==> src/shared/dcpec_pkg.sv <==
package dcpec_pkg;
	// =========================================
	// Register map (APB byte addresses)
	localparam logic [11:0] ADDR_EVSEL    = 12'h000;
	localparam logic [11:0] ADDR_COUNT_LO = 12'h004;
	localparam logic [11:0] ADDR_COUNT_HI = 12'h008;
	localparam logic [11:0] ADDR_STATUS   = 12'h00C;
	// =========================================
	// Event-select fields
	localparam int EVSEL_CODE_LSB  = 0;
	localparam int EVSEL_UMASK_LSB = 8;
	localparam int EVSEL_CSPEC_LSB = 14;
	localparam int EVSEL_EN_BIT    = 22;
	localparam logic [31:0] EVSEL_RESET = 32'h0000_0000;
	localparam logic [31:0] EVSEL_WMASK = 32'h0040_FFFF;
	// =========================================
	// Event codes and unit masks
	localparam logic [7:0] EV_L2_REFUSE  = 8'h30;
	localparam logic [7:0] EV_L2_IDLE    = 8'h32;
	localparam logic [7:0] EV_UNHALTED   = 8'h3C;
	localparam logic [7:0] EV_L1_PREF    = 8'h4F;
	localparam logic [7:0] EV_BUS_SNOOPS = 8'h77;
	localparam logic [7:0] EV_DC_SNOOP   = 8'h78;
	localparam logic [7:0] EV_BUS_IDLE   = 8'h7D;
	localparam logic [7:0] EV_BUS_DRDY   = 8'h62;
	localparam logic [5:0] UM_CORE       = 6'h00;
	localparam logic [5:0] UM_REF        = 6'h01;
	localparam logic [5:0] UM_SERIAL     = 6'h02;
	localparam logic [5:0] UM_SHARE      = 6'h01;
	localparam logic [7:0] UM_ALL_AGENTS = 8'h20;
	localparam logic [1:0] CSPEC_ALL     = 2'b11;
	// =========================================
	// Clocking: bus clock is core clock divided
	localparam int BUS_RATIO = 4;
	localparam int COUNT_W   = 40;
	typedef enum logic [1:0] {DCPEC_IDLE, DCPEC_ACCESS} dcpec_apb_t;
endpackage

==> src/verilog/dcpec_core_counter.sv <==
// Register access over APB and the register addresses were chosen for this implementation.
`timescale 1ns/1ns
module dcpec_core_counter
	import dcpec_pkg::*;
(
	// Clock and reset
	input  wire logic        clk,
	input  wire logic        reset,
	// APB slave
	input  wire logic        psel,
	input  wire logic        penable,
	input  wire logic        pwrite,
	input  wire logic [11:0] paddr,
	input  wire logic [31:0] pwdata,
	output logic [31:0]      prdata,
	output logic             pready,
	output logic             pslverr,
	// This core
	input  wire logic        coreHalted,
	input  wire logic        coreSnooped,
	input  wire logic        firstLevelPrefetchReq,
	input  wire logic        dataCacheShareSnoop,
	input  wire logic        busTxnOutstanding,
	input  wire logic        busDrdyOwn,
	input  wire logic        l2RefuseOwn,
	input  wire logic        l2IdleOwn,
	input  wire logic        busSnoopRespOwn,
	// Other core and shared resources
	input  wire logic        otherCoreHalted,
	input  wire logic        busDrdyAny,
	input  wire logic        l2RefuseAny,
	input  wire logic        l2IdleAny,
	input  wire logic        busSnoopRespAny,
	// Status
	output logic             coreActive,
	output logic             busClkTick
);
	// =========================================
	// Register state
	logic [31:0]        evsel;
	logic [31:0]        next_evsel;
	logic [COUNT_W-1:0] count;
	logic               cntClear;
	logic               cntInc;
	logic [31:0]        next_prdata;
	logic [2:0]         divCnt;
	logic [2:0]         next_divCnt;
	logic               next_busClkTick;
	logic               countEn;
	logic [7:0]         evCode;
	logic [7:0]         umask;
	logic               allCores;
	logic               wrAccess;
	logic               rdAccess;
	logic               mapped;

	assign evCode   = evsel[EVSEL_CODE_LSB +: 8];
	assign umask    = evsel[EVSEL_UMASK_LSB +: 8];
	assign allCores = (evsel[EVSEL_CSPEC_LSB +: 2] == CSPEC_ALL);
	assign countEn  = evsel[EVSEL_EN_BIT];
	assign coreActive = !coreHalted || coreSnooped;

	// =========================================
	// Bus clock enable from core clock divider
	always_comb begin
		next_divCnt     = divCnt + 3'h1;
		next_busClkTick = 1'b0;
		if (divCnt == 3'(BUS_RATIO - 1)) begin
			next_divCnt     = 3'h0;
			next_busClkTick = 1'b1;
		end
	end

	always_ff @(posedge clk) begin
		if (reset) begin
			divCnt     <= 3'h0;
			busClkTick <= 1'b0;
		end else begin
			divCnt     <= next_divCnt;
			busClkTick <= next_busClkTick;
		end
	end

	// =========================================
	// Event selection
	always_comb begin
		cntInc = 1'b0;
		case (evCode)
			EV_UNHALTED: begin
				// Snoop does not wake these counts
				if (!coreHalted) begin
					case (umask[5:0])
						UM_CORE:   cntInc = 1'b1;
						UM_REF:    cntInc = busClkTick;
						UM_SERIAL: cntInc = busClkTick
							&& otherCoreHalted;
						default:   cntInc = 1'b0;
					endcase
				end
			end
			EV_L2_REFUSE:
				cntInc = allCores ? l2RefuseAny : l2RefuseOwn;
			EV_L2_IDLE:
				cntInc = allCores ? l2IdleAny : l2IdleOwn;
			EV_L1_PREF:
				cntInc = firstLevelPrefetchReq;
			EV_DC_SNOOP:
				cntInc = (umask[5:0] == UM_SHARE)
					&& dataCacheShareSnoop;
			EV_BUS_IDLE:
				cntInc = busClkTick && !busTxnOutstanding;
			EV_BUS_SNOOPS:
				cntInc = allCores ? busSnoopRespAny
					: busSnoopRespOwn;
			EV_BUS_DRDY:
				cntInc = (umask == UM_ALL_AGENTS || allCores)
					? busDrdyAny : busDrdyOwn;
			default:
				cntInc = 1'b0;
		endcase
		// Inactive core freezes every event
		if (!coreActive || !countEn) begin
			cntInc = 1'b0;
		end
	end

	// =========================================
	// APB slave, zero wait states
	assign pready   = 1'b1;
	assign wrAccess = psel && penable && pwrite;
	assign rdAccess = psel && !penable && !pwrite;
	assign mapped   = (paddr == ADDR_EVSEL) || (paddr == ADDR_COUNT_LO)
		|| (paddr == ADDR_COUNT_HI) || (paddr == ADDR_STATUS);
	assign pslverr  = psel && penable && !mapped;
	assign cntClear = wrAccess && (paddr == ADDR_COUNT_LO);

	always_comb begin
		next_evsel = evsel;
		if (wrAccess && paddr == ADDR_EVSEL) begin
			next_evsel = pwdata & EVSEL_WMASK;
		end
	end

	// Read data captured in setup so it stands through access
	always_comb begin
		next_prdata = prdata;
		if (rdAccess) begin
			case (paddr)
				ADDR_EVSEL:    next_prdata = evsel;
				ADDR_COUNT_LO: next_prdata = count[31:0];
				ADDR_COUNT_HI: next_prdata = {24'h0, count[39:32]};
				ADDR_STATUS:   next_prdata = {29'h0, otherCoreHalted,
					coreHalted, coreActive};
				default:       next_prdata = 32'h0;
			endcase
		end
	end

	always_ff @(posedge clk) begin
		if (reset) begin
			evsel  <= EVSEL_RESET;
			prdata <= 32'h0;
		end else begin
			evsel  <= next_evsel;
			prdata <= next_prdata;
		end
	end

	// =========================================
	// Event counter
	dcpec_counter uCounter (
		.clk   (clk),
		.reset (reset),
		.clear (cntClear),
		.inc   (cntInc),
		.count (count)
	);

	// =========================================
	// Checks: activity gating
	a_inactive_no_count: assert property (
		@(posedge clk) disable iff (reset)
		(coreHalted && !coreSnooped && !cntClear)
		|=> $stable(count))
		else $error("counter moved while core inactive");
	a_inactive_gate: assert property (
		@(posedge clk) disable iff (reset)
		!coreActive
		|-> !cntInc)
		else $error("increment while core inactive");
	a_active_def: assert property (
		@(posedge clk) disable iff (reset)
		coreActive ==
		(!coreHalted || coreSnooped))
		else $error("core active condition wrong");
	a_snoop_wakes: assert property (
		@(posedge clk) disable iff (reset)
		(coreHalted && coreSnooped && evCode == EV_L1_PREF)
		|-> cntInc == (countEn && firstLevelPrefetchReq))
		else $error("snooped halted core not counting");
	a_halt_unhalted: assert property (
		@(posedge clk) disable iff (reset)
		(evCode == EV_UNHALTED && coreHalted && !cntClear)
		|=> $stable(count))
		else $error("unhalted count moved on halted core");
	a_snoop_no_unhalted: assert property (
		@(posedge clk) disable iff (reset)
		(evCode == EV_UNHALTED && coreHalted && coreSnooped)
		|-> !cntInc)
		else $error("snoop advanced an unhalted count");

	// =========================================
	// Checks: cycle counting
	a_core_cycles: assert property (
		@(posedge clk) disable iff (reset)
		(countEn && evCode == EV_UNHALTED && umask == 8'h00
		&& !coreHalted && !cntClear) |=> count == $past(count) + 1)
		else $error("core cycle count missed");
	a_core_every: assert property (
		@(posedge clk) disable iff (reset)
		(countEn && evCode == EV_UNHALTED && umask[5:0] == UM_CORE)
		|-> cntInc == !coreHalted)
		else $error("core cycle not counted");
	a_ref_rate: assert property (
		@(posedge clk) disable iff (reset)
		(evCode == EV_UNHALTED && umask == 8'h01 && !busClkTick)
		|-> !cntInc)
		else $error("reference count off bus tick");
	a_ref_count: assert property (
		@(posedge clk) disable iff (reset)
		(countEn && evCode == EV_UNHALTED && umask[5:0] == UM_REF)
		|-> cntInc == (busClkTick && !coreHalted))
		else $error("reference cycle not counted");
	a_tick_period: assert property (
		@(posedge clk) disable iff (reset)
		busClkTick
		|=> !busClkTick [*3] ##1 busClkTick)
		else $error("bus tick period wrong");
	a_serial_other: assert property (
		@(posedge clk) disable iff (reset)
		(evCode == EV_UNHALTED && umask == 8'h02 && !otherCoreHalted)
		|-> !cntInc)
		else $error("serial count with other core running");
	a_serial_count: assert property (
		@(posedge clk) disable iff (reset)
		(countEn && evCode == EV_UNHALTED && umask[5:0] == UM_SERIAL)
		|-> cntInc == (busClkTick && otherCoreHalted && !coreHalted))
		else $error("serial cycle not counted");

	// =========================================
	// Checks: shared resources and bus
	a_refuse_all: assert property (
		@(posedge clk) disable iff (reset)
		(countEn && evCode == EV_L2_REFUSE && allCores && coreActive)
		|-> cntInc == l2RefuseAny)
		else $error("all-core refusal not counted");
	a_idle_all: assert property (
		@(posedge clk) disable iff (reset)
		(countEn && evCode == EV_L2_IDLE && allCores && coreActive)
		|-> cntInc == l2IdleAny)
		else $error("all-core idle not counted");
	a_resp_all: assert property (
		@(posedge clk) disable iff (reset)
		(countEn && evCode == EV_BUS_SNOOPS && allCores && coreActive)
		|-> cntInc == busSnoopRespAny)
		else $error("all-core snoop response not counted");
	a_drdy_agents: assert property (
		@(posedge clk) disable iff (reset)
		(countEn && evCode == EV_BUS_DRDY && umask == UM_ALL_AGENTS)
		|-> cntInc == (coreActive && busDrdyAny))
		else $error("all-agent data-ready not counted");
	a_drdy_own: assert property (
		@(posedge clk) disable iff (reset)
		(evCode == EV_BUS_DRDY && umask != UM_ALL_AGENTS && !allCores)
		|-> cntInc == (countEn && coreActive && busDrdyOwn))
		else $error("own data-ready count wrong");
	a_refuse_own: assert property (
		@(posedge clk) disable iff (reset)
		(evCode == EV_L2_REFUSE && !allCores)
		|-> cntInc == (countEn && coreActive && l2RefuseOwn))
		else $error("own refusal count wrong");
	a_idle_own: assert property (
		@(posedge clk) disable iff (reset)
		(evCode == EV_L2_IDLE && !allCores)
		|-> cntInc == (countEn && coreActive && l2IdleOwn))
		else $error("own cache idle count wrong");
	a_pref_count: assert property (
		@(posedge clk) disable iff (reset)
		(countEn && evCode == EV_L1_PREF && coreActive)
		|-> cntInc == firstLevelPrefetchReq)
		else $error("prefetch request not counted");
	a_share_snoop: assert property (
		@(posedge clk) disable iff (reset)
		(countEn && evCode == EV_DC_SNOOP && umask[5:0] == UM_SHARE)
		|-> cntInc == (coreActive && dataCacheShareSnoop))
		else $error("share snoop not counted");
	a_share_mask: assert property (
		@(posedge clk) disable iff (reset)
		(evCode == EV_DC_SNOOP && umask[5:0] != UM_SHARE)
		|-> !cntInc)
		else $error("share snoop counted with wrong mask");
	a_bus_idle: assert property (
		@(posedge clk) disable iff (reset)
		(evCode == EV_BUS_IDLE && busTxnOutstanding)
		|-> !cntInc)
		else $error("bus idle counted while outstanding");
	a_idle_tick: assert property (
		@(posedge clk) disable iff (reset)
		(countEn && evCode == EV_BUS_IDLE && coreActive && busClkTick)
		|-> cntInc == !busTxnOutstanding)
		else $error("idle bus cycle not counted");
	a_resp_own: assert property (
		@(posedge clk) disable iff (reset)
		(evCode == EV_BUS_SNOOPS && !allCores)
		|-> cntInc == (countEn && coreActive && busSnoopRespOwn))
		else $error("own snoop response count wrong");

	// =========================================
	// Checks: counter and select register
	a_count_step: assert property (
		@(posedge clk) disable iff (reset)
		(cntInc && !cntClear)
		|=> count == $past(count) + 1)
		else $error("counter did not step by one");
	a_count_hold: assert property (
		@(posedge clk) disable iff (reset)
		(!cntInc && !cntClear)
		|=> $stable(count))
		else $error("counter moved without an event");
	a_count_clear: assert property (
		@(posedge clk) disable iff (reset)
		cntClear
		|=> count == '0)
		else $error("counter not cleared");
	a_disabled_still: assert property (
		@(posedge clk) disable iff (reset)
		!countEn
		|-> !cntInc)
		else $error("increment while counting disabled");
	a_evsel_write: assert property (
		@(posedge clk) disable iff (reset)
		(wrAccess && paddr == ADDR_EVSEL)
		|=> evsel == ($past(pwdata) & EVSEL_WMASK))
		else $error("event select write lost");
endmodule

==> src/verilog/dcpec_counter.sv <==
`timescale 1ns/1ns
module dcpec_counter
	import dcpec_pkg::*;
(
	// Clock and reset
	input  wire logic               clk,
	input  wire logic               reset,
	// Control
	input  wire logic               clear,
	input  wire logic               inc,
	// Value
	output logic [COUNT_W-1:0]      count
);
	logic [COUNT_W-1:0] next_count;

	always_comb begin
		next_count = count;
		if (clear) begin
			next_count = '0;
		end else if (inc) begin
			next_count = count + {{(COUNT_W-1){1'b0}}, 1'b1};
		end
	end

	always_ff @(posedge clk) begin
		if (reset) begin
			count <= '0;
		end else begin
			count <= next_count;
		end
	end
endmodule

==> config.mk <==
export PLATFORM = sky130hd
export DESIGN_NAME = dcpec_core_counter
export DESIGN_NICKNAME = d
export VERILOG_FILES = /design/src/shared/dcpec_pkg.sv /design/src/verilog/dcpec_core_counter.sv /design/src/verilog/dcpec_counter.sv
export SDC_FILE = /design/constraint.sdc
export NUM_CORES = 1
export LEC_CHECK = 0
export BUFFER_PORTS_ARGS = -buffer_cell sky130_fd_sc_hd__buf_4
export CAP_MARGIN = 20
export CORE_MARGIN = 5
export CORE_UTILIZATION = 46
export CTS_CLUSTER_SIZE = 12
export DETAILED_ROUTE_END_ITERATION = 10
export GPL_ROUTABILITY_DRIVEN = 0
export PLACE_DENSITY = 0.7
export SKIP_LAST_GASP = 1
export SLEW_MARGIN = 20
export SYNTH_ARGS = -nofsm -noshare
export SYNTH_HDL_FRONTEND = slang
export SYNTH_SLANG_ARGS = --single-unit
==> constraint.sdc <==
create_clock -name clk -period 2.9 [get_ports clk]
set_clock_uncertainty 0.2 [all_clocks]
set_input_delay 0.435 -clock clk [delete_from_list [all_inputs] [get_ports clk]]
set_output_delay 0.435 -clock clk [all_outputs]
set_load 0.02 [all_outputs]
==> run metrics <==
Worst-Skew Late Latency=370 ps; first-pass GRT wire length=20.4 mm; R2R Path Start=evsel[0]; Pre-antenna DRT Iters=5; fin nets=674; ys flop type=dfxtp_1; Tcrit/Tclk final=95.1%; Flop pwr share=56.1%; Max-slew headroom=62.6%; DRT Wirelength=12.5 mm; vias in the first global route=4,241; share of the synthesized area in the top cell type=41.2%; Clk pwr share=38.4%; max-cap viol count=0; Cells after Synth=529; DRC viols=0; cts bufs inserted=9; Mapped Area=4510 sq um; DP HPWL=8.83 mm; Synthesized Nets=595; Worst EP required=3000 ps; Internal Dissipation=1.76 mW; R2R depth=7; Max clock buf depth=2; Arr. time, crit path=2860 ps; die area=11,900 sq um; root buffer cell=clkbuf_8; WS Path Type=reg2reg; Reg-to-Reg End=uCounter.count[28]; worst slew pin tran=561 ps; CP startpoint=evsel[0]; Avg Cell Area, Syn=8.53 sq um; static leakage=2.00 nW; CTS tree=done; count leader, synth=dfxtp_1; Slew Viols, Final=0; # IOs=99; Detail Route Antenna Nets=0; setup_tns=0 ps; Worst setup endpoint=uCounter.count[28]; Fillers=894; area growth from synthesis to layout=24.0%; final hold vios=0; final number of setup-violating endpoints=0; minimum clock period=2760 ps; Peak supply drop=0.261 mV; outcome=complete, no violations; crit path capture type=register; Hold Path Class=in2reg; Core Region=9680 sq um; Initial Util=46.6%; Sw Share=22.8%; clock slew at reported path FFs=90 ps; Die Ht=109 microns; GRT Util Overall=21.4%; via count=4,345; Async SR Flop Fraction=0%; Yosys cell types=50; vias per cell=5.82; largest net degree at the start of global routing=57; #FFs+latches synth=93; Congestion Overflow GR=0; Synth area leader=dfxtp_1; Warnings, synthesis=0; number of synthesized flops with an enable pin=0; number of DRC markers in iteration 0=290; row count=36; Max Fclk=0.363 GHz; CTS HTree Levels=3; Power Density=408 nW/um^2; synth top area cells=dfxtp_1, mux2i_1, a21oi_1, nor2_1, or3_1; cts hold-fix bufs=0; reg2reg setup slack=140 ps; initial antenna violation count=0; routed length per instance=16.7 microns; Comb pwr share=5.5%; Synth top cells by count=dfxtp_1, nor2_1, a21oi_1; Die Wd=109 microns; sequential element share of the synthesized area=41.2%; crit path max fanout=56; Final Util=57.8%; switching power total=522 uW; clock sink count=93; Antenna diodes=0; input/output buffers=82; layout cell share with drive strength beyond 1=24.0%; CP Launch Type=register
cell type report:
class                   instances  area [sq um]  area share, %
inverters                       4          15.0          0.268
multi-input cells             390          2480           44.3
repair buffers                110           876           15.6
clock inverters                 6          61.3           1.09
flip-flops and latches         93          1860           33.3
well taps                     133           166           2.97
clock buffers                  10           138           2.46
power groups by stage:
stage          sequential (mW)  clock [mW]  combinational [mW]
2_1_floorplan             1.31           0              0.0548
3_3_place_gp              1.31           0               0.123
3_5_place_dp              1.31           0               0.125
4_1_cts                   1.28       0.904               0.125
5_1_grt                   1.28       0.957               0.136
6_report                  1.28       0.877               0.125
timing repair:
action / in CTS / in global routing
gates resized for setup: 0 / 5
buffers inserted: 0 / 1
endpoints found under the setup margin: 0 / 27
endpoints found under the hold margin: 0 / 0
stage by stage:
step | instances | setup slack [ps] | power, mW | hold WS, ps | area, sq um
finish | 746 | 142 | 2.29 | 105 | 5600
global route | 746 | -0.331 | 2.38 | 107 | 5600
detailed placement | 729 | 17.8 | 1.44 | 232 | 5370
floorplan | 529 | 153 | 1.37 | 208 | 4510
CTS | 745 | 68.0 | 2.31 | 96.2 | 5570
global placement | 729 | 48.8 | 1.44 | 216 | 5370
cells by family after synthesis:
logic type,after synthesis,share of synthesized area (%)
xor gates and xnor gates,3,0.582
other,1,0.0831
buffers and inverters,46,4.57
AOI/OAI and AO/OA,126,16.9
adders and majority gates,3,0.832
muxes,38,9.53
and+or+nand+nor,219,26.3
DFF,93,41.2
routing by layer:
| metal | global-route usage (%) | up-vias | wire [microns] |
|---|---|---|---|
| met1 | 27.5 | 2075 | 5720 |
| met2 | 35.7 | 130 | 5770 |
| li1 | - | 2123 | - |
| met5 | 0 | - | 0 |
| met3 | 3.97 | 17 | 804 |
| met4 | 7.94 | 0 | 198 |
critical path, stage by stage (launching register included):
cell     delay (ps)
dfxtp_1         400
or4_1           580
or3_1           340
a31oi_2         180
o31ai_4         120
buf_12          190
or4_1           510
a21oi_1         150
layout by cell type (no fill, tap or decap), drive strengths merged, types with 11 or more instances in the layout:
master	count
nor2	50
nand3	31
nand4	12
dfxtp	93
buf	110
nand2	30
o21ai	29
o31ai	17
a22oi	24
mux2i	25
or4	19
a21oi	47
and3	11
or3	29
worst min path at each step:
stage / end / slack, ps / depth (start not counted) / startpoint
after floorplan: divCnt[0] / 210 / 1 / divCnt[0]
after global placement: divCnt[0] / 220 / 1 / divCnt[0]
after detailed placement: divCnt[0] / 230 / 1 / divCnt[0]
after CTS: evsel[1] / 100 / 3 / pwdata[1]
after global routing: evsel[1] / 110 / 3 / pwdata[1]
final: evsel[14] / 100 / 3 / pwdata[14]
state kept, by name (all words and copies together), names as in the netlist:
| signal | count |
|---|---|
| uCounter.count | 40 |
| evsel | 17 |
| divCnt | 3 |
| prdata | 32 |
| busClkTick | 1 |
Power figures use the tool's default switching activity.
